===== src/pth_map.vh =====
`ifndef PTH_MAP_VH
`define PTH_MAP_VH

// ----------------------------------------
// Register offsets
// ----------------------------------------
`define PTH_CTRL_OFS      12'h000
`define PTH_CMD_OFS       12'h004
`define PTH_STATUS_OFS    12'h008
`define PTH_IRQ_STAT_OFS  12'h00c
`define PTH_IRQ_MASK_OFS  12'h010
`define PTH_LOAD_DATA_OFS 12'h014
`define PTH_DIS_DATA_OFS  12'h018

// ----------------------------------------
// Control fields
// ----------------------------------------
`define PTH_CTRL_EN       0
`define PTH_CTRL_LOAD_WANT 1
`define PTH_CTRL_SEND_ABLE 2
`define PTH_CTRL_RST      3'h0

// ----------------------------------------
// Command fields (write one to act)
// ----------------------------------------
`define PTH_CMD_ARM_LOAD  0
`define PTH_CMD_OFFER     1
`define PTH_CMD_DIS_DONE  2
`define PTH_CMD_ABORT     3

// ----------------------------------------
// Event bits of status and mask
// ----------------------------------------
`define PTH_EV_LOADED     0
`define PTH_EV_DIS_START  1
`define PTH_EV_DIS_DONE   2
`define PTH_EV_CANCEL     3
`define PTH_EV_UP_OFFER   4
`define PTH_EV_DN_READY   5
`define PTH_EV_W          6
`define PTH_MASK_RST      6'h00

// ----------------------------------------
// Widths and reset values
// ----------------------------------------
`define PTH_DATA_W        8
`define PTH_DATA_RST      8'h00
`define PTH_PIN_W         6

`endif


===== src/pth_press_handshake.v =====
// How it works
// - Press free goes high to let the upstream loader start sending.
// - Press loaded from the loader says the whole batch has moved in.
// - Unload request goes high while a pressed batch is offered down.
// - Cancel from the partner stops the transfer under way after the two-stage pin synchroniser, three pclk edges later.
// - Not-completed is just the inverse of completed, never an error.
// - Data valid means batch data lines are settled and may be read.
// - Without a data valid line, another handshake qualifies the data.
// - Load request tells the loader the press wants a batch soon.
// - Send able tells the receiver the press is now able to send.
`timescale 1ns/1ps
`include "pth_map.vh"

module pth_press_handshake (
	input  wire                   pclk,
	input  wire                   presetn,
	input  wire                   psel,
	input  wire                   penable,
	input  wire                   pwrite,
	input  wire [11:0]            paddr,
	input  wire [31:0]            pwdata,
	output reg  [31:0]            prdata,
	output wire                   pready,
	output wire                   pslverr,
	output wire                   irq,
	input  wire                   press_loaded,
	input  wire                   up_unload_request,
	input  wire                   up_send_able,
	input  wire                   start_discharge,
	input  wire                   cancel_transfer,
	input  wire                   dn_load_request,
	input  wire [`PTH_DATA_W-1:0] load_batch_data,
	output reg                    press_free,
	output reg                    load_request_out,
	output reg                    unload_request_out,
	output reg                    send_able_out,
	output reg                    discharge_data_valid,
	output reg                    transfer_complete_out,
	output reg                    transfer_not_complete,
	output reg                    discharge_active,
	output reg  [`PTH_DATA_W-1:0] discharge_data
);

	// ----------------------------------------
	// State codes
	// ----------------------------------------
	localparam [1:0] L_IDLE = 2'h0;
	localparam [1:0] L_FREE = 2'h1;
	localparam [1:0] L_FULL = 2'h2;

	localparam [1:0] D_IDLE  = 2'h0;
	localparam [1:0] D_OFFER = 2'h1;
	localparam [1:0] D_SEND  = 2'h2;
	localparam [1:0] D_DONE  = 2'h3;

	// ----------------------------------------
	// Declarations
	// ----------------------------------------
	reg  [2:0]              ctrl;
	reg  [1:0]              load_state;
	reg  [1:0]              next_load_state;
	reg  [1:0]              dis_state;
	reg  [1:0]              next_dis_state;
	reg  [`PTH_DATA_W-1:0]  load_data;
	reg  [`PTH_PIN_W-1:0]   pins_prev;
	reg  [`PTH_EV_W-1:0]    events;
	wire [`PTH_PIN_W-1:0]   pins_raw;
	wire [`PTH_PIN_W-1:0]   pins;
	wire [`PTH_DATA_W-1:0]  data_sync;
	wire [`PTH_EV_W-1:0]    irq_status;
	wire [`PTH_EV_W-1:0]    irq_mask;
	wire                    wr_en;
	wire                    rd_en;
	wire                    addr_hit;
	wire                    cmd_wr;
	wire                    arm_load;
	wire                    offer;
	wire                    dis_done;
	wire                    abort;
	wire                    en;
	wire                    s_loaded;
	wire                    s_up_req;
	wire                    s_up_able;
	wire                    s_start;
	wire                    s_cancel;
	wire                    s_dn_req;

	// ----------------------------------------
	// Helper functions
	// ----------------------------------------
	// Rising edge of a synchronised level
	function rise;
		input prev;
		input cur;
		begin
			rise = cur & ~prev;
		end
	endfunction

	// Offset decode for a register word
	function hit;
		input [11:0] addr;
		input [11:0] ofs;
		begin
			hit = (addr == ofs);
		end
	endfunction

	// ----------------------------------------
	// Input synchronisers
	// ----------------------------------------
	// Partner pins are asynchronous to pclk
	assign pins_raw = {dn_load_request, cancel_transfer, start_discharge,
		up_send_able, up_unload_request, press_loaded};

	pth_sync #(
		.W (`PTH_PIN_W)
	) u_pin_sync (
		.pclk     (pclk),
		.presetn  (presetn),
		.async_in (pins_raw),
		.sync_out (pins)
	);

	// Batch code lines from the loader
	pth_sync #(
		.W (`PTH_DATA_W)
	) u_data_sync (
		.pclk     (pclk),
		.presetn  (presetn),
		.async_in (load_batch_data),
		.sync_out (data_sync)
	);

	assign s_loaded  = pins[0];
	assign s_up_req  = pins[1];
	assign s_up_able = pins[2];
	assign s_start   = pins[3];
	assign s_cancel  = pins[4];
	assign s_dn_req  = pins[5];

	// Previous pin levels for edge detection
	always @(posedge pclk or negedge presetn) begin
		if (!presetn) begin
			pins_prev <= {`PTH_PIN_W{1'b0}};
		end else begin
			pins_prev <= pins;
		end
	end

	// ----------------------------------------
	// APB slave
	// ----------------------------------------
	// Zero wait states; unmapped offsets error
	assign wr_en   = psel & penable & pwrite;
	assign rd_en   = psel & ~pwrite;
	assign pready  = 1'b1;
	assign addr_hit = hit(paddr, `PTH_CTRL_OFS)
		| hit(paddr, `PTH_CMD_OFS)
		| hit(paddr, `PTH_STATUS_OFS)
		| hit(paddr, `PTH_IRQ_STAT_OFS)
		| hit(paddr, `PTH_IRQ_MASK_OFS)
		| hit(paddr, `PTH_LOAD_DATA_OFS)
		| hit(paddr, `PTH_DIS_DATA_OFS);
	assign pslverr = psel & penable & ~addr_hit;

	// Command strobes, one cycle each
	assign cmd_wr   = wr_en & hit(paddr, `PTH_CMD_OFS);
	assign arm_load = cmd_wr & pwdata[`PTH_CMD_ARM_LOAD];
	assign offer    = cmd_wr & pwdata[`PTH_CMD_OFFER];
	assign dis_done = cmd_wr & pwdata[`PTH_CMD_DIS_DONE];
	assign abort    = cmd_wr & pwdata[`PTH_CMD_ABORT];
	assign en       = ctrl[`PTH_CTRL_EN];

	// Control register
	always @(posedge pclk or negedge presetn) begin
		if (!presetn) begin
			ctrl <= `PTH_CTRL_RST;
		end else if (wr_en & hit(paddr, `PTH_CTRL_OFS)) begin
			ctrl <= pwdata[2:0];
		end
	end

	// Data for the receiver, held while sending
	always @(posedge pclk or negedge presetn) begin
		if (!presetn) begin
			discharge_data <= `PTH_DATA_RST;
		end else if (wr_en & hit(paddr, `PTH_DIS_DATA_OFS)
			& (dis_state == D_IDLE)) begin
			discharge_data <= pwdata[`PTH_DATA_W-1:0];
		end
	end

	// Read data, registered in the setup cycle
	always @(posedge pclk or negedge presetn) begin
		if (!presetn) begin
			prdata <= 32'h0000_0000;
		end else if (rd_en & ~penable) begin
			prdata <= 32'h0000_0000;
			if (hit(paddr, `PTH_CTRL_OFS)) begin
				prdata[2:0] <= ctrl;
			end
			if (hit(paddr, `PTH_STATUS_OFS)) begin
				prdata[1:0]  <= load_state;
				prdata[3:2]  <= dis_state;
				prdata[9:4]  <= pins;
			end
			if (hit(paddr, `PTH_IRQ_STAT_OFS)) begin
				prdata[`PTH_EV_W-1:0] <= irq_status;
			end
			if (hit(paddr, `PTH_IRQ_MASK_OFS)) begin
				prdata[`PTH_EV_W-1:0] <= irq_mask;
			end
			if (hit(paddr, `PTH_LOAD_DATA_OFS)) begin
				prdata[`PTH_DATA_W-1:0] <= load_data;
			end
			if (hit(paddr, `PTH_DIS_DATA_OFS)) begin
				prdata[`PTH_DATA_W-1:0] <= discharge_data;
			end
		end
	end

	// ----------------------------------------
	// Loading side
	// ----------------------------------------
	// Next loading state
	always @* begin
		next_load_state = load_state;
		case (load_state)
			L_IDLE: begin
				if (en & arm_load & ~s_loaded) begin
					next_load_state = L_FREE;
				end
			end
			L_FREE: begin
				if (~en | abort | s_cancel) begin
					next_load_state = L_IDLE;
				end else if (s_loaded) begin
					next_load_state = L_FULL;
				end
			end
			L_FULL: begin
				if (~s_loaded) begin
					next_load_state = L_IDLE;
				end
			end
			default: begin
				next_load_state = L_IDLE;
			end
		endcase
	end

	always @(posedge pclk or negedge presetn) begin
		if (!presetn) begin
			load_state <= L_IDLE;
		end else begin
			load_state <= next_load_state;
		end
	end

	// Batch code taken as press loaded rises
	always @(posedge pclk or negedge presetn) begin
		if (!presetn) begin
			load_data <= `PTH_DATA_RST;
		end else if ((load_state == L_FREE)
			& rise(pins_prev[0], s_loaded)) begin
			load_data <= data_sync;
		end
	end

	// Loading outputs
	always @(posedge pclk or negedge presetn) begin
		if (!presetn) begin
			press_free       <= 1'b0;
			load_request_out <= 1'b0;
		end else begin
			press_free <= (next_load_state == L_FREE);
			load_request_out <= en & ctrl[`PTH_CTRL_LOAD_WANT]
				& (next_load_state != L_FULL);
		end
	end

	// ----------------------------------------
	// Discharge side
	// ----------------------------------------
	// Next discharge state
	always @* begin
		next_dis_state = dis_state;
		case (dis_state)
			D_IDLE: begin
				if (en & offer) begin
					next_dis_state = D_OFFER;
				end
			end
			D_OFFER: begin
				if (~en | abort | s_cancel) begin
					next_dis_state = D_IDLE;
				end else if (s_start & ctrl[`PTH_CTRL_SEND_ABLE]) begin
					next_dis_state = D_SEND;
				end
			end
			D_SEND: begin
				if (~en | abort | s_cancel) begin
					next_dis_state = D_IDLE;
				end else if (dis_done) begin
					next_dis_state = D_DONE;
				end
			end
			D_DONE: begin
				if (~s_start | ~en) begin
					next_dis_state = D_IDLE;
				end
			end
			default: begin
				next_dis_state = D_IDLE;
			end
		endcase
	end

	always @(posedge pclk or negedge presetn) begin
		if (!presetn) begin
			dis_state <= D_IDLE;
		end else begin
			dis_state <= next_dis_state;
		end
	end

	// Discharge outputs
	always @(posedge pclk or negedge presetn) begin
		if (!presetn) begin
			unload_request_out    <= 1'b0;
			send_able_out         <= 1'b0;
			discharge_active      <= 1'b0;
			discharge_data_valid  <= 1'b0;
			transfer_complete_out <= 1'b0;
			transfer_not_complete <= 1'b1;
		end else begin
			unload_request_out <= (next_dis_state == D_OFFER)
				| (next_dis_state == D_SEND);
			send_able_out <= ctrl[`PTH_CTRL_SEND_ABLE]
				& ((next_dis_state == D_OFFER)
				| (next_dis_state == D_SEND));
			discharge_active <= (next_dis_state == D_SEND);
			discharge_data_valid <= (next_dis_state != D_IDLE);
			transfer_complete_out <= (next_dis_state == D_DONE);
			transfer_not_complete <= (next_dis_state != D_DONE);
		end
	end

	// ----------------------------------------
	// Events and interrupt
	// ----------------------------------------
	// One-cycle event pulses
	always @* begin
		events = {`PTH_EV_W{1'b0}};
		events[`PTH_EV_LOADED] = (load_state == L_FREE)
			& (next_load_state == L_FULL);
		events[`PTH_EV_DIS_START] = (dis_state == D_OFFER)
			& (next_dis_state == D_SEND);
		events[`PTH_EV_DIS_DONE] = (dis_state == D_SEND)
			& (next_dis_state == D_DONE);
		events[`PTH_EV_CANCEL] = s_cancel
			& ((load_state == L_FREE) | (dis_state == D_OFFER)
			| (dis_state == D_SEND));
		events[`PTH_EV_UP_OFFER] = rise(pins_prev[1], s_up_req)
			| rise(pins_prev[2], s_up_able);
		events[`PTH_EV_DN_READY] = rise(pins_prev[5], s_dn_req);
	end

	pth_irq u_irq (
		.pclk     (pclk),
		.presetn  (presetn),
		.event_in (events),
		.stat_wr  (wr_en & hit(paddr, `PTH_IRQ_STAT_OFS)),
		.mask_wr  (wr_en & hit(paddr, `PTH_IRQ_MASK_OFS)),
		.wdata    (pwdata[`PTH_EV_W-1:0]),
		.status   (irq_status),
		.mask     (irq_mask),
		.irq      (irq)
	);

endmodule


===== src/pth_sync.v =====
`timescale 1ns/1ps

module pth_sync #(
	parameter W = 1
) (
	input  wire         pclk,
	input  wire         presetn,
	input  wire [W-1:0] async_in,
	output reg  [W-1:0] sync_out
);

	reg [W-1:0] stage1;

	// ----------------------------------------
	// Two flip-flop level synchroniser
	// ----------------------------------------
	// First stage is read only by the second
	always @(posedge pclk or negedge presetn) begin
		if (!presetn) begin
			stage1   <= {W{1'b0}};
			sync_out <= {W{1'b0}};
		end else begin
			stage1   <= async_in;
			sync_out <= stage1;
		end
	end

endmodule


===== src/pth_irq.v =====
`timescale 1ns/1ps
`include "pth_map.vh"

module pth_irq (
	input  wire                  pclk,
	input  wire                  presetn,
	input  wire [`PTH_EV_W-1:0]  event_in,
	input  wire                  stat_wr,
	input  wire                  mask_wr,
	input  wire [`PTH_EV_W-1:0]  wdata,
	output reg  [`PTH_EV_W-1:0]  status,
	output reg  [`PTH_EV_W-1:0]  mask,
	output reg                   irq
);

	// ----------------------------------------
	// Sticky status, write one to clear
	// ----------------------------------------
	// A new event wins over a clear in the same cycle
	always @(posedge pclk or negedge presetn) begin
		if (!presetn) begin
			status <= {`PTH_EV_W{1'b0}};
		end else if (stat_wr) begin
			status <= (status & ~wdata) | event_in;
		end else begin
			status <= status | event_in;
		end
	end

	// Mask register, one enables a source
	always @(posedge pclk or negedge presetn) begin
		if (!presetn) begin
			mask <= `PTH_MASK_RST;
		end else if (mask_wr) begin
			mask <= wdata;
		end
	end

	// Level interrupt from any unmasked bit
	always @(posedge pclk or negedge presetn) begin
		if (!presetn) begin
			irq <= 1'b0;
		end else begin
			irq <= |(status & mask);
		end
	end

endmodule


===== config.mk =====
export PLATFORM = sky130hd
export DESIGN_NAME = pth_press_handshake
export DESIGN_NICKNAME = d
export VERILOG_FILES = /design/src/pth_press_handshake.v /design/src/pth_sync.v /design/src/pth_irq.v
export VERILOG_INCLUDE_DIRS = /design/src
export SDC_FILE = /design/constraint.sdc
export NUM_CORES = 1
export LEC_CHECK = 0
export ABC_AREA = 0
export BUFFER_PORTS_ARGS = -buffer_cell sky130_fd_sc_hd__buf_4
export CORE_MARGIN = 10
export CORE_UTILIZATION = 45
export DETAILED_ROUTE_END_ITERATION = 8
export HOLD_SLACK_MARGIN = 0.06
export PLACE_DENSITY = 0.73
export SETUP_SLACK_MARGIN = 0.15
export SYNTH_ARGS = -nofsm -noshare
export SYNTH_HDL_FRONTEND = slang
export SYNTH_HIERARCHICAL = 1
export SYNTH_SLANG_ARGS = --single-unit

===== constraint.sdc =====
create_clock -name pclk -period 4.37 [get_ports pclk]
set_input_delay 0.2185 -clock pclk [delete_from_list [all_inputs] [get_ports pclk]]
set_output_delay 0.2185 -clock pclk [all_outputs]
set_load 0.05 [all_outputs]

==> key figures, run 1 <==
Run status
  • Run status: finished clean

Final layout
  • Most used cells in the layout excluding fill and tap cells: dfrtp_1 (85), buf_4 (68), nand2_1 (28)
  • Inserted Diodes: 0
  • Net count of the finished layout: 480
  • Cell Count, Final, Fillers Out: 523
  • Commonest non-fill, non-tap cell in the layout: dfrtp_1
  • Final cell utilization of the core: 0.563
  • Growth of design area from synthesis to finish: 20.2%
  • Proportion of layout cells with a drive suffix above 1: 0.282

Power and ir drop
  • Relative contribution of combinational cells to total power: 0.134
  • Static leakage: 0.00221 µW
  • Internal power contribution: 1100 µW
  • Clock network fraction of total power: 0.326
  • Portion of total power attributed to sequential cells: 0.540
  • Max IR drop VDD: approximately 0.20 mV
  • Switching fraction of total power: 0.281
  • Sw power: 432 µW
  • Power density cells: 327 nW/µm²

Yosys
  • Share of flip-flops with an asynchronous set or reset after synthesis: 1.00
  • Share of the yosys chip area belonging to registers: 0.551
  • Count of flip-flops with a built-in enable after synthesis: 0
  • Number of standard cells after synthesis: 338
  • Post-synthesis cell type count: 57
  • Mean cell area of the mapped netlist: 11.6 µm²
  • Number of synthesized register bits: 86
  • Post-Syn Area: 3910 µm²
  • Leading register cell type out of synthesis: dfrtp_1
  • Total of warnings raised by yosys: 6

Floorplan
  • Effective utilization at floorplan: 0.468
  • Number of rows in the core area: 33
  • Area of the core: 8340 µm²
  • Die extent in x: 113 µm
  • Area of the die: 12800 µm²
  • Die H: 113 µm
  • IO Pins: 114

Clock tree
  • Setup repair bufs after CTS: 0
  • Clock Path Buffers: 2
  • Clock insertion delay at the later pin of the skew report: 0.36 ns
  • Root buf cell: clkbuf_8
  • Number of H-tree branching levels: 3
  • Number of clock sinks: 86
  • Reg clk slew, reported paths: roughly 0.08 ns
  • TritonCTS clock tree: done
  • Clock buffers created by TritonCTS: 9

Timing
  • Final setup slack of the worst path: 2.16 ns
  • Post-route setup TNS: 0 ns
  • Unrepaired setup endpoints after global routing: false
  • Fmax achieved: 452 MHz
  • Setup violation total in the final timing report: 0
  • Final Hold Viols: 0
  • Minimum hold slack: 0.0386 ns
  • Number of pins with negative max-slew slack in the final report: 0
  • Final critical path time including I/O delays and setup: 2.21 ns
  • Final clock skew: a little over 0.009 ns
  • Period Utilization, post-route: 0.506
  • Rel. slew slack: 0.305
  • Worst Tran Pin Value: ~1.0 ns

Global route
  • Maximum number of pins on one net before global-route repair: 87
  • Via count of the first global-routing pass: 2829
  • Total grt overflow: 0
  • Global-route usage over all layers: 0.145
  • Number of antenna violations at the first check in global routing: 0
  • Wire length of the first global-routing pass: 14900 µm

Worst setup path
  • Worst Path Required: 4.62 ns
  • Kind of start point of the critical path: primary input
  • Kind of end point of the critical path: register
  • Setup Crit Path Kind: primary input to register
  • Reg2reg setup slack: between 2 and 2.5 ns
  • Critical-path maximum fanout: 5
  • Arrival time of data at the critical path endpoint: 2.46 ns

Drt
  • Post-DR wirelength/cell: between 15 and 20 µm
  • Vias post-DR: roughly 2800
  • Total detailed-routing wirelength: 9340 µm
  • Via-to-Cell Ratio: 5.36
  • Drt first-iter violations: 154
  • ANT nets after route: 0
  • DRC violation count after routing: 0
  • Length of the first detailed-routing pass in iterations: 4

Placement
  • RePlAce Congestion: 0.928
  • Number of buffers inserted by port buffering: 66
  • Total placed cells including tap cells: between 400 and 500
  • Pre-CTS worst setup slack: 1.81 ns
  • Final HPWL DP: 6960 µm

Hold path
  • Worst min-delay path category: primary input to asynchronous set/reset pin

Job
  • Max Cap Viol: 0
flip-flops by register name, indices dropped and copies added (netlist names), 2 cells and up:
register and count:
u_pin_sync/stage1 6, ctrl 3, load_state 2, u_irq/status 6
u_irq/mask 6, u_pin_sync/sync_out 6, prdata 10, pins_prev 4
dis_state 2, u_data_sync/sync_out 8, u_data_sync/stage1 8, load_data 8
discharge_data 8
timing repair:
action	CTS	global route
gates resized for setup	0	0
hold buffers	14	0
setup endpoints to repair	0	0
endpoints found under the hold margin	14	0
per-layer routing:
layer / routed length (µm) / up-vias / global-route usage
met4: 165 / 0 / 0.0558
met5: 0 / - / 0
met3: 867 / 14 / 0.0571
met2: 4260 / 103 / 0.222
met1: 4040 / 1376 / 0.179
li1: - / 1312 / -
power by group through the flow:
stage          Combinational, µW  Sequential (µW)  Clock [µW]
2_1_floorplan                105              875           0
3_3_place_gp                 194              845           0
3_5_place_dp                 196              846           0
4_1_cts                      206              830         513
5_1_grt                      222              832         545
6_report                     205              830         501
area by class of cell:
type                    count  area, µm²
clock buffers              11        141
clock inverters             5       33.8
fillers                   693       3650
inverters                  10       37.5
multi-input cells         224       1550
flip-flops and latches     86       2150
well taps                 105        131
repair buffers             82        651
Yosys cell counts, drive strengths merged, types with 4 or more instances:
cell type  instances  area [µm²]
a21o               9        67.6
a21oi              5        25.0
a22oi              6        45.0
a31oi              6        37.5
and2               4        25.0
buf               27         201
clkbuf            12        46.3
dfrtp             85        2130
ha                 4        50.1
inv               10        37.5
mux2              22         270
nand2             28         105
nand2b             9        56.3
nand3             10        62.6
nor2               8        30.0
nor2b              6        37.5
nor3               9        56.3
nor4               5        61.3
nor4b              4        65.1
o21ai             16        80.1
o22ai              9        56.3
logic make-up after synthesis:
group | count (synthesis) | synth area share
adder cells (fa/ha/maj) | 4 | 0.0128
flip-flops | 86 | 0.551
multiplexers | 22 | 0.0692
buffers and inverters | 49 | 0.0730
AO/OA/AOI/OAI | 74 | 0.129
AND/OR/NAND/NOR | 101 | 0.163
other | 2 | 0.00192
path summary, 6_finish.rpt:
check,startpoint,to,cells past startpoint
max in group asynchronous,presetn,u_irq/irq,1
hold / removal,presetn,u_pin_sync/sync_out[2],1
setup / recovery,paddr[5],u_irq/status[1],8
min in group pclk,pwdata[7],discharge_data[7],2
setup reg to reg,dis_state[1],u_irq/status[1],7
hold reg to reg,u_data_sync/stage1[1],u_data_sync/sync_out[1],0
metrics by stage:
step	power [µW]	cell area, µm²
6_report	1540	4690
5_1_grt	1600	4690
4_1_cts	1550	4690
3_5_place_dp	1040	4380
3_3_place_gp	1040	4380
2_1_floorplan	979	3990
worst max-delay path, cell delays in order:
cell and delay, ns:
buf_4 0.13, nor4_1 0.75, and4_1 0.39, o41ai_1 0.12, a32o_1 0.34, ha_1 0.22, and2_1 0.14, a21o_1 0.14
(Power assumes the default switching activity.)
==> run 2, diff against run 1 <==
--- a/config.mk
+++ b/config.mk
@@ -12,7 +12,7 @@
 export CORE_UTILIZATION = 45
 export DETAILED_ROUTE_END_ITERATION = 8
 export HOLD_SLACK_MARGIN = 0.06
-export PLACE_DENSITY = 0.73
+export PLACE_DENSITY = 0.76
 export SETUP_SLACK_MARGIN = 0.15
 export SYNTH_ARGS = -nofsm -noshare
 export SYNTH_HDL_FRONTEND = slang
==> constraint.sdc (replaced) <==
create_clock -name pclk -period 1.95 [get_ports pclk]
set_input_delay 0.0975 -clock pclk [delete_from_list [all_inputs] [get_ports pclk]]
set_output_delay 0.0975 -clock pclk [all_outputs]
set_load 0.05 [all_outputs]
==> run 2 against run 1 <==
  * Critical path depth decreased by 1
  * Setup slack got worse by 1.9 ns
  * Clock power increased by 130%
  * Cell area increased by 7.9%
  * Via count increased by 7.2%
  * Non-clock buffer count increased by 38
  * Power increased by 130%
  * Critical path type is now register to register
  * Largest cell class unchanged
==> key figures, run 2 (same netlist as run 1, synthesis figures left out) <==
Drt
  • Total detailed-routing wirelength: 9900 µm (+6.0%)
  • Via-to-Cell Ratio: 5.36 (about the same)
  • Post-DR wirelength/cell: 17.6 µm (-1.2%)
  • Drt first-iter violations: 172 (+12%)
  • DRC violation count after routing: 0 (unchanged)
  • Vias post-DR: 3006 (+7.2%)
  • Length of the first detailed-routing pass in iterations: 4 (unchanged)
  • ANT nets after route: 0 (unchanged)

Placement
  • RePlAce Congestion: 0.958 (+3.2%)
  • Final HPWL DP: 7440 µm (+7.0%)
  • Pre-CTS worst setup slack: -0.0437 ns (-1.86 ns)
  • Number of buffers inserted by port buffering: 66 (unchanged)
  • Cell Area, Placed: 4620 µm² (+5.5%)

Final layout
  • Proportion of layout cells with a drive suffix above 1: 0.344 (+0.0620)
  • Flip-flop count of the largest register, all copies and words added: 10 (unchanged)
  • Final std cell area, no fill: 5060 µm² (+7.9%)
  • Net count of the finished layout: 518 (+7.9%)
  • Inserted Diodes: 0 (unchanged)
  • Top register by number of flip-flops: prdata
  • Commonest non-fill, non-tap cell in the layout: buf_4
  • Growth of design area from synthesis to finish: 29.6%
  • Most used cells in the layout excluding fill and tap cells: buf_4 (96), dfrtp_1 (83), nand2_1 (28)

Hold path
  • Worst min-delay path category: primary input to asynchronous set/reset pin

Timing
  • Period Utilization, post-route: 0.886
  • Final Hold Viols: 0 (unchanged)
  • Fmax achieved: 578 MHz
  • Final clock skew: 0.00815 ns (-0.00119 ns)
  • Number of pins with negative max-slew slack in the final report: 0 (unchanged)
  • Final critical path time including I/O delays and setup: about 1.7 ns
  • Unrepaired setup endpoints after global routing: false
  • Setup violation total in the final timing report: 0 (unchanged)
  • Final setup slack of the worst path: 0.221 ns (-1.94 ns)
  • Minimum hold slack: 0.179 ns (+0.140 ns)
  • Post-route setup TNS: 0 ns (unchanged)

Floorplan
  • Area of the die: 12800 µm² (unchanged)
  • Die H: 113 µm (unchanged)
  • Area of the core: 8340 µm² (unchanged)
  • Effective utilization at floorplan: 0.468 (unchanged)
  • IO Pins: 114 (unchanged)
  • Die extent in x: 113 µm (unchanged)
  • Number of rows in the core area: 33 (unchanged)

Global route
  • Global-route usage over all layers: 0.156 (+0.0117)
  • Number of antenna violations at the first check in global routing: 0 (unchanged)
  • Total grt overflow: 0 (unchanged)
  • Via count of the first global-routing pass: 3165 (+12%)
  • Wire length of the first global-routing pass: 16300 µm (+9.4%)
  • Maximum number of pins on one net before global-route repair: 64 (-26%)

Worst setup path
  • Worst Path Required: 2.20 ns (-2.42 ns)
  • Reg-to-Reg Start: dis_state[0]
  • Critical-path maximum fanout: 8 (+3)
  • Kind of start point of the critical path: register
  • Crit. Startpoint: dis_state[0]
  • Arrival time of data at the critical path endpoint: 1.98 ns (-0.48 ns)
  • Kind of end point of the critical path: register
  • Setup Crit Path Kind: register to register

Clock tree
  • Clock insertion delay at the later pin of the skew report: 0.35 ns (about the same)
  • Number of clock sinks: 86 (unchanged)
  • Root buf cell: clkbuf_8
  • Number of H-tree branching levels: 3 (unchanged)
  • Clock Path Buffers: 2 (unchanged)
  • TritonCTS clock tree: done
  • Reg clk slew, reported paths: 0.09 ns (about the same)
  • Clock buffers created by TritonCTS: 9 (unchanged)

Power and ir drop
  • Static leakage: 0.00243 µW (+9.8%)
  • Max IR drop VDD: 0.601 mV (+210%)
  • Design Power: 3520 µW (+130%)
  • Power density cells: 695 nW/µm² (+110%)

Run status
  • Run status: finished clean

Job
  • Max Cap Viol: 0 (unchanged)
-- run 2: power breakdown --
part | internal, µW | switching [µW] | leakage, µW | total, µW
Clock | 506 | 651 | 0.0000942 | 1160
Combinational | 173 | 329 | 0.00124 | 502
Sequential | 1830 | 27.3 | 0.00110 | 1860
-- run 2: path summary, 6_finish.rpt --
| path | end | slack [ns] | cells past startpoint |
|---|---|---|---|
| worst min-delay path | prdata[2] | 0.18 | 2 |
| max in group asynchronous | dis_state[1] | 1.15 | 3 |
| worst max-delay path | u_irq/status[1] | 0.22 | 7 |
| worst min register to register | u_data_sync/sync_out[6] | 0.35 | 0 |
| worst max register to register | u_irq/status[1] | 0.22 | 7 |
| min in group pclk | prdata[2] | 0.23 | 4 |
-- run 2: timing repair --
action	CTS	global route
pin swaps	0	0
resized for setup	1	5
hold endpoints to repair	120	0
hold buffers	23	0
endpoints found under the setup margin	1	5
buffers inserted	0	2
-- run 2: critical path, stage by stage, from the launching register on --
cell,delay (ns)
dfrtp_2,0.49
nor2b_2,0.16
nand2_1,0.06
o21ai_0,0.24
a22oi_1,0.15
ha_1,0.23
and2_1,0.14
a21o_1,0.15
-- run 2: routing by layer --
metal	global-route usage	wire length, µm	vias to the layer above	part of all wire
met4	0.0533	102	0	0.010
met1	0.191	4030	1488	0.41
met5	0	0	-	0
met2	0.257	4940	118	0.50
met3	0.0465	822	10	0.083
li1	-	-	1390	-
-- run 2: final cells by class --
class | count | area, µm²
repair buffers | 120 | 971
well taps | 105 | 131
clock buffers | 10 | 138
clock inverters | 6 | 46.3
inverters | 10 | 37.5
fillers | 687 | 3280
multi-input cells | 224 | 1580
flip-flops and latches | 86 | 2160
-- run 2: per-stage QoR --
step / cells / utilization
finish: 561 / 0.607
global route: 561 / 0.607
CTS: 559 / 0.604
detailed placement: 520 / 0.554
global placement: 520 / 0.554
floorplan: 359 / -
==> run 3, diff against run 2 <==
--- a/config.mk
+++ b/config.mk
@@ -9,10 +9,10 @@
 export ABC_AREA = 0
 export BUFFER_PORTS_ARGS = -buffer_cell sky130_fd_sc_hd__buf_4
 export CORE_MARGIN = 10
-export CORE_UTILIZATION = 45
+export CORE_UTILIZATION = 47
 export DETAILED_ROUTE_END_ITERATION = 8
 export HOLD_SLACK_MARGIN = 0.06
-export PLACE_DENSITY = 0.76
+export PLACE_DENSITY = 0.78
 export SETUP_SLACK_MARGIN = 0.15
 export SYNTH_ARGS = -nofsm -noshare
 export SYNTH_HDL_FRONTEND = slang
==> run 3 against run 2 <==
  * Power rose by 2.6%
  * First-iteration DRC count increased by 7.0%
  * Cell area is essentially flat
  * Sequential share of layout area about the same
  * Wire length increased by 1.8%
  * Sequential cell count is the same
  * Critical path type unchanged
  * Largest cell class unchanged
  * Register-to-register slack worse by 0.02 ns
  * Die area decreased by 3.5%
  * Sequential power hardly changed
  * Hold slack improved by 0.036 ns
==> key figures, run 3 (same netlist as run 1, synthesis figures left out) <==
Run status
  • Run status: finished clean

Placement
  • RePlAce Congestion: 0.901 (-5.9%)
  • Total placed cells including tap cells: 520 (unchanged)
  • Number of buffers inserted by port buffering: 66 (unchanged)
  • Final HPWL DP: 7450 µm (+0.12%)
  • Cell Area, Placed: 4620 µm² (unchanged)

Drt
  • Total detailed-routing wirelength: 10100 µm (+1.8%)
  • DRC violation count after routing: 0 (unchanged)
  • Drt first-iter violations: 184 (+7.0%)
  • ANT nets after route: 0 (unchanged)
  • Length of the first detailed-routing pass in iterations: 5 (+1)
  • Vias post-DR: 2997 (-0.30%)
  • Via-to-Cell Ratio: 5.35 (-0.12%)
  • Post-DR wirelength/cell: 18.0 µm (+2.0%)

Clock tree
  • Reg clk slew, reported paths: 0.10 ns (about the same)
  • TritonCTS clock tree: done
  • Clock buffers created by TritonCTS: 9 (unchanged)
  • Number of clock sinks: 86 (unchanged)
  • Clock insertion delay at the later pin of the skew report: 0.38 ns (+0.03 ns)
  • Root buf cell: clkbuf_8
  • Clock Path Buffers: 2 (unchanged)
  • Number of H-tree branching levels: 3 (unchanged)

Worst setup path
  • Crit. Startpoint: u_pin_sync/sync_out[4]
  • Slowest stage cell on the critical path: dfrtp_1
  • Setup Crit Path Kind: register to register
  • Reg-to-Reg Start: u_pin_sync/sync_out[4]
  • Cells on worst reg2reg path: 6 (-1)
  • Endpoint of the most critical register-to-register path: u_irq/status[1]
  • Kind of start point of the critical path: register
  • Worst Path Required: 2.27 ns (+0.07 ns)
  • Cells along the critical path: nand2b_1 -> o41ai_2 -> a32o_2 -> ha_1 -> and2_1 -> a21o_1
  • Arrival time of data at the critical path endpoint: 2.07 ns (+0.09 ns)
  • Biggest cell delay along the critical path: 0.46 ns (-0.03 ns)
  • Kind of end point of the critical path: register
  • Reg2reg setup slack: 0.20 ns (-0.02 ns)
  • Critical-path maximum fanout: 3 (-5)

Floorplan
  • Area of the die: 12400 µm² (-3.5%)
  • Die extent in x: 111 µm (-1.8%)
  • Area of the core: 8130 µm² (-2.5%)
  • IO Pins: 114 (unchanged)
  • Die H: 111 µm (-1.8%)
  • Number of rows in the core area: 33 (unchanged)
  • Effective utilization at floorplan: 0.480 (+0.0119)

Timing
  • Setup violation total in the final timing report: 0 (unchanged)
  • Final critical path time including I/O delays and setup: 1.75 ns (+0.0228 ns)
  • Fmax achieved: 571 MHz (-1.3%)
  • Final Hold Viols: 0 (unchanged)
  • Period Utilization, post-route: 0.898 (+0.0117)
  • Number of pins with negative max-slew slack in the final report: 0 (unchanged)
  • Rel. slew slack: 0.645
  • Post-route setup TNS: 0 ns (unchanged)
  • Worst Tran Pin Value: 0.533 ns
  • Unrepaired setup endpoints after global routing: false
  • Final clock skew: 0.0111 ns (+0.00293 ns)

Hold path
  • Worst hold path depth: 4
  • Hold Startpoint: pwrite
  • Worst Hold End: prdata[2]
  • Worst min-delay path category: primary input to register

Final layout
  • Final cell utilization of the core: 0.623 (+0.0159)
  • Commonest non-fill, non-tap cell in the layout: buf_4
  • Net count of the finished layout: 517 (-0.19%)
  • Top register by number of flip-flops: prdata
  • Growth of design area from synthesis to finish: 29.7% (about the same)
  • Inserted Diodes: 0 (unchanged)
  • Most used cells in the layout excluding fill and tap cells: buf_4 (95), dfrtp_1 (83), nand2_1 (28)
  • Flip-flop count of the largest register, all copies and words added: 10 (unchanged)
  • Final std cell area, no fill: 5070 µm² (about the same)
  • Proportion of layout cells with a drive suffix above 1: 0.343 (-0.00144)
  • Cell Count, Final, Fillers Out: 560 (-0.18%)

Global route
  • Global-route usage over all layers: 0.161 (+0.00446)
  • Number of antenna violations at the first check in global routing: 0 (unchanged)
  • Wire length of the first global-routing pass: 16200 µm (-0.64%)
  • Via count of the first global-routing pass: 3128 (-1.2%)
  • Total grt overflow: 0 (unchanged)
  • Maximum number of pins on one net before global-route repair: 45 (-30%)

Power and ir drop
  • Power density cells: 713 nW/µm² (+2.5%)
  • Static leakage: 0.00243 µW (about the same)
  • Max IR drop VDD: 0.435 mV (-28%)

Job
  • Max Cap Viol: 0 (unchanged)
[run 3: cell types whose count changed in the layout (fill, tap and decap cells not counted), sizes merged]
cell / before / now
buf: 97 / 96
clkbuf: 10 / 9
clkinv: 4 / 2
clkinvlp: 1 / 0
inv: 11 / 15
[run 3: report_power, final]
part           leakage (µW)  internal (µW)  switching, µW  total (µW)
Sequential          0.00110           1840           29.3        1860
Combinational       0.00123            173            330         503
Clock             0.0000999            503            741        1240
Total               0.00243           2510           1100        3610
[run 3: metrics by stage]
step	hold WS, ns	total power, µW	setup WS (ns)
6_report	0.215	3610	0.199
5_1_grt	0.248	3750	0.119
4_1_cts	0.203	3640	0.152
3_5_place_dp	0.118	2360	-0.0473
3_3_place_gp	0.117	2350	-0.0881
2_1_floorplan	-0.198	2200	0.165
[run 3: worst max path at each step]
stage	endpoint	cells past startpoint
floorplan	u_irq/status[2]	8
global placement	u_irq/mask[0]	7
detailed placement	u_irq/mask[4]	7
CTS	u_irq/status[1]	6
global route	u_irq/status[1]	6
finish	u_irq/status[1]	6
[run 3: worst max-delay path, delay by kind of cell, from the launching register on]
kind / cells / cell delay [ns]
AOI/OAI and AO/OA: 3 / 0.70
adders and majority gates: 1 / 0.18
DFF: 1 / 0.46
and+or+nand+nor: 2 / 0.36
[run 3: metal layers]
| metal | track usage | wire [µm] |
|---|---|---|
| met5 | 0 | 0 |
| met4 | 0.0677 | 235 |
| met3 | 0.0449 | 718 |
| met2 | 0.272 | 5070 |
| met1 | 0.187 | 4040 |
[run 3: final cells by class]
| type | instances | area (µm²) |
|---|---|---|
| Clock inverter | 7 | 71.3 |
| Multi-Input combinational cell | 224 | 1580 |
| Inverter | 10 | 37.5 |
| Fill cell | 646 | 3070 |
| Sequential cell | 86 | 2160 |
| Tap cell | 105 | 131 |
| Clock buffer | 9 | 124 |
| Timing Repair Buffer | 119 | 963 |
[run 3: repair_timing]
item,CTS,global route
endpoints found under the hold margin,78,0
gates resized for setup,2,6
setup endpoints to repair,1,6
setup buffers,0,1
hold buffers,23,0
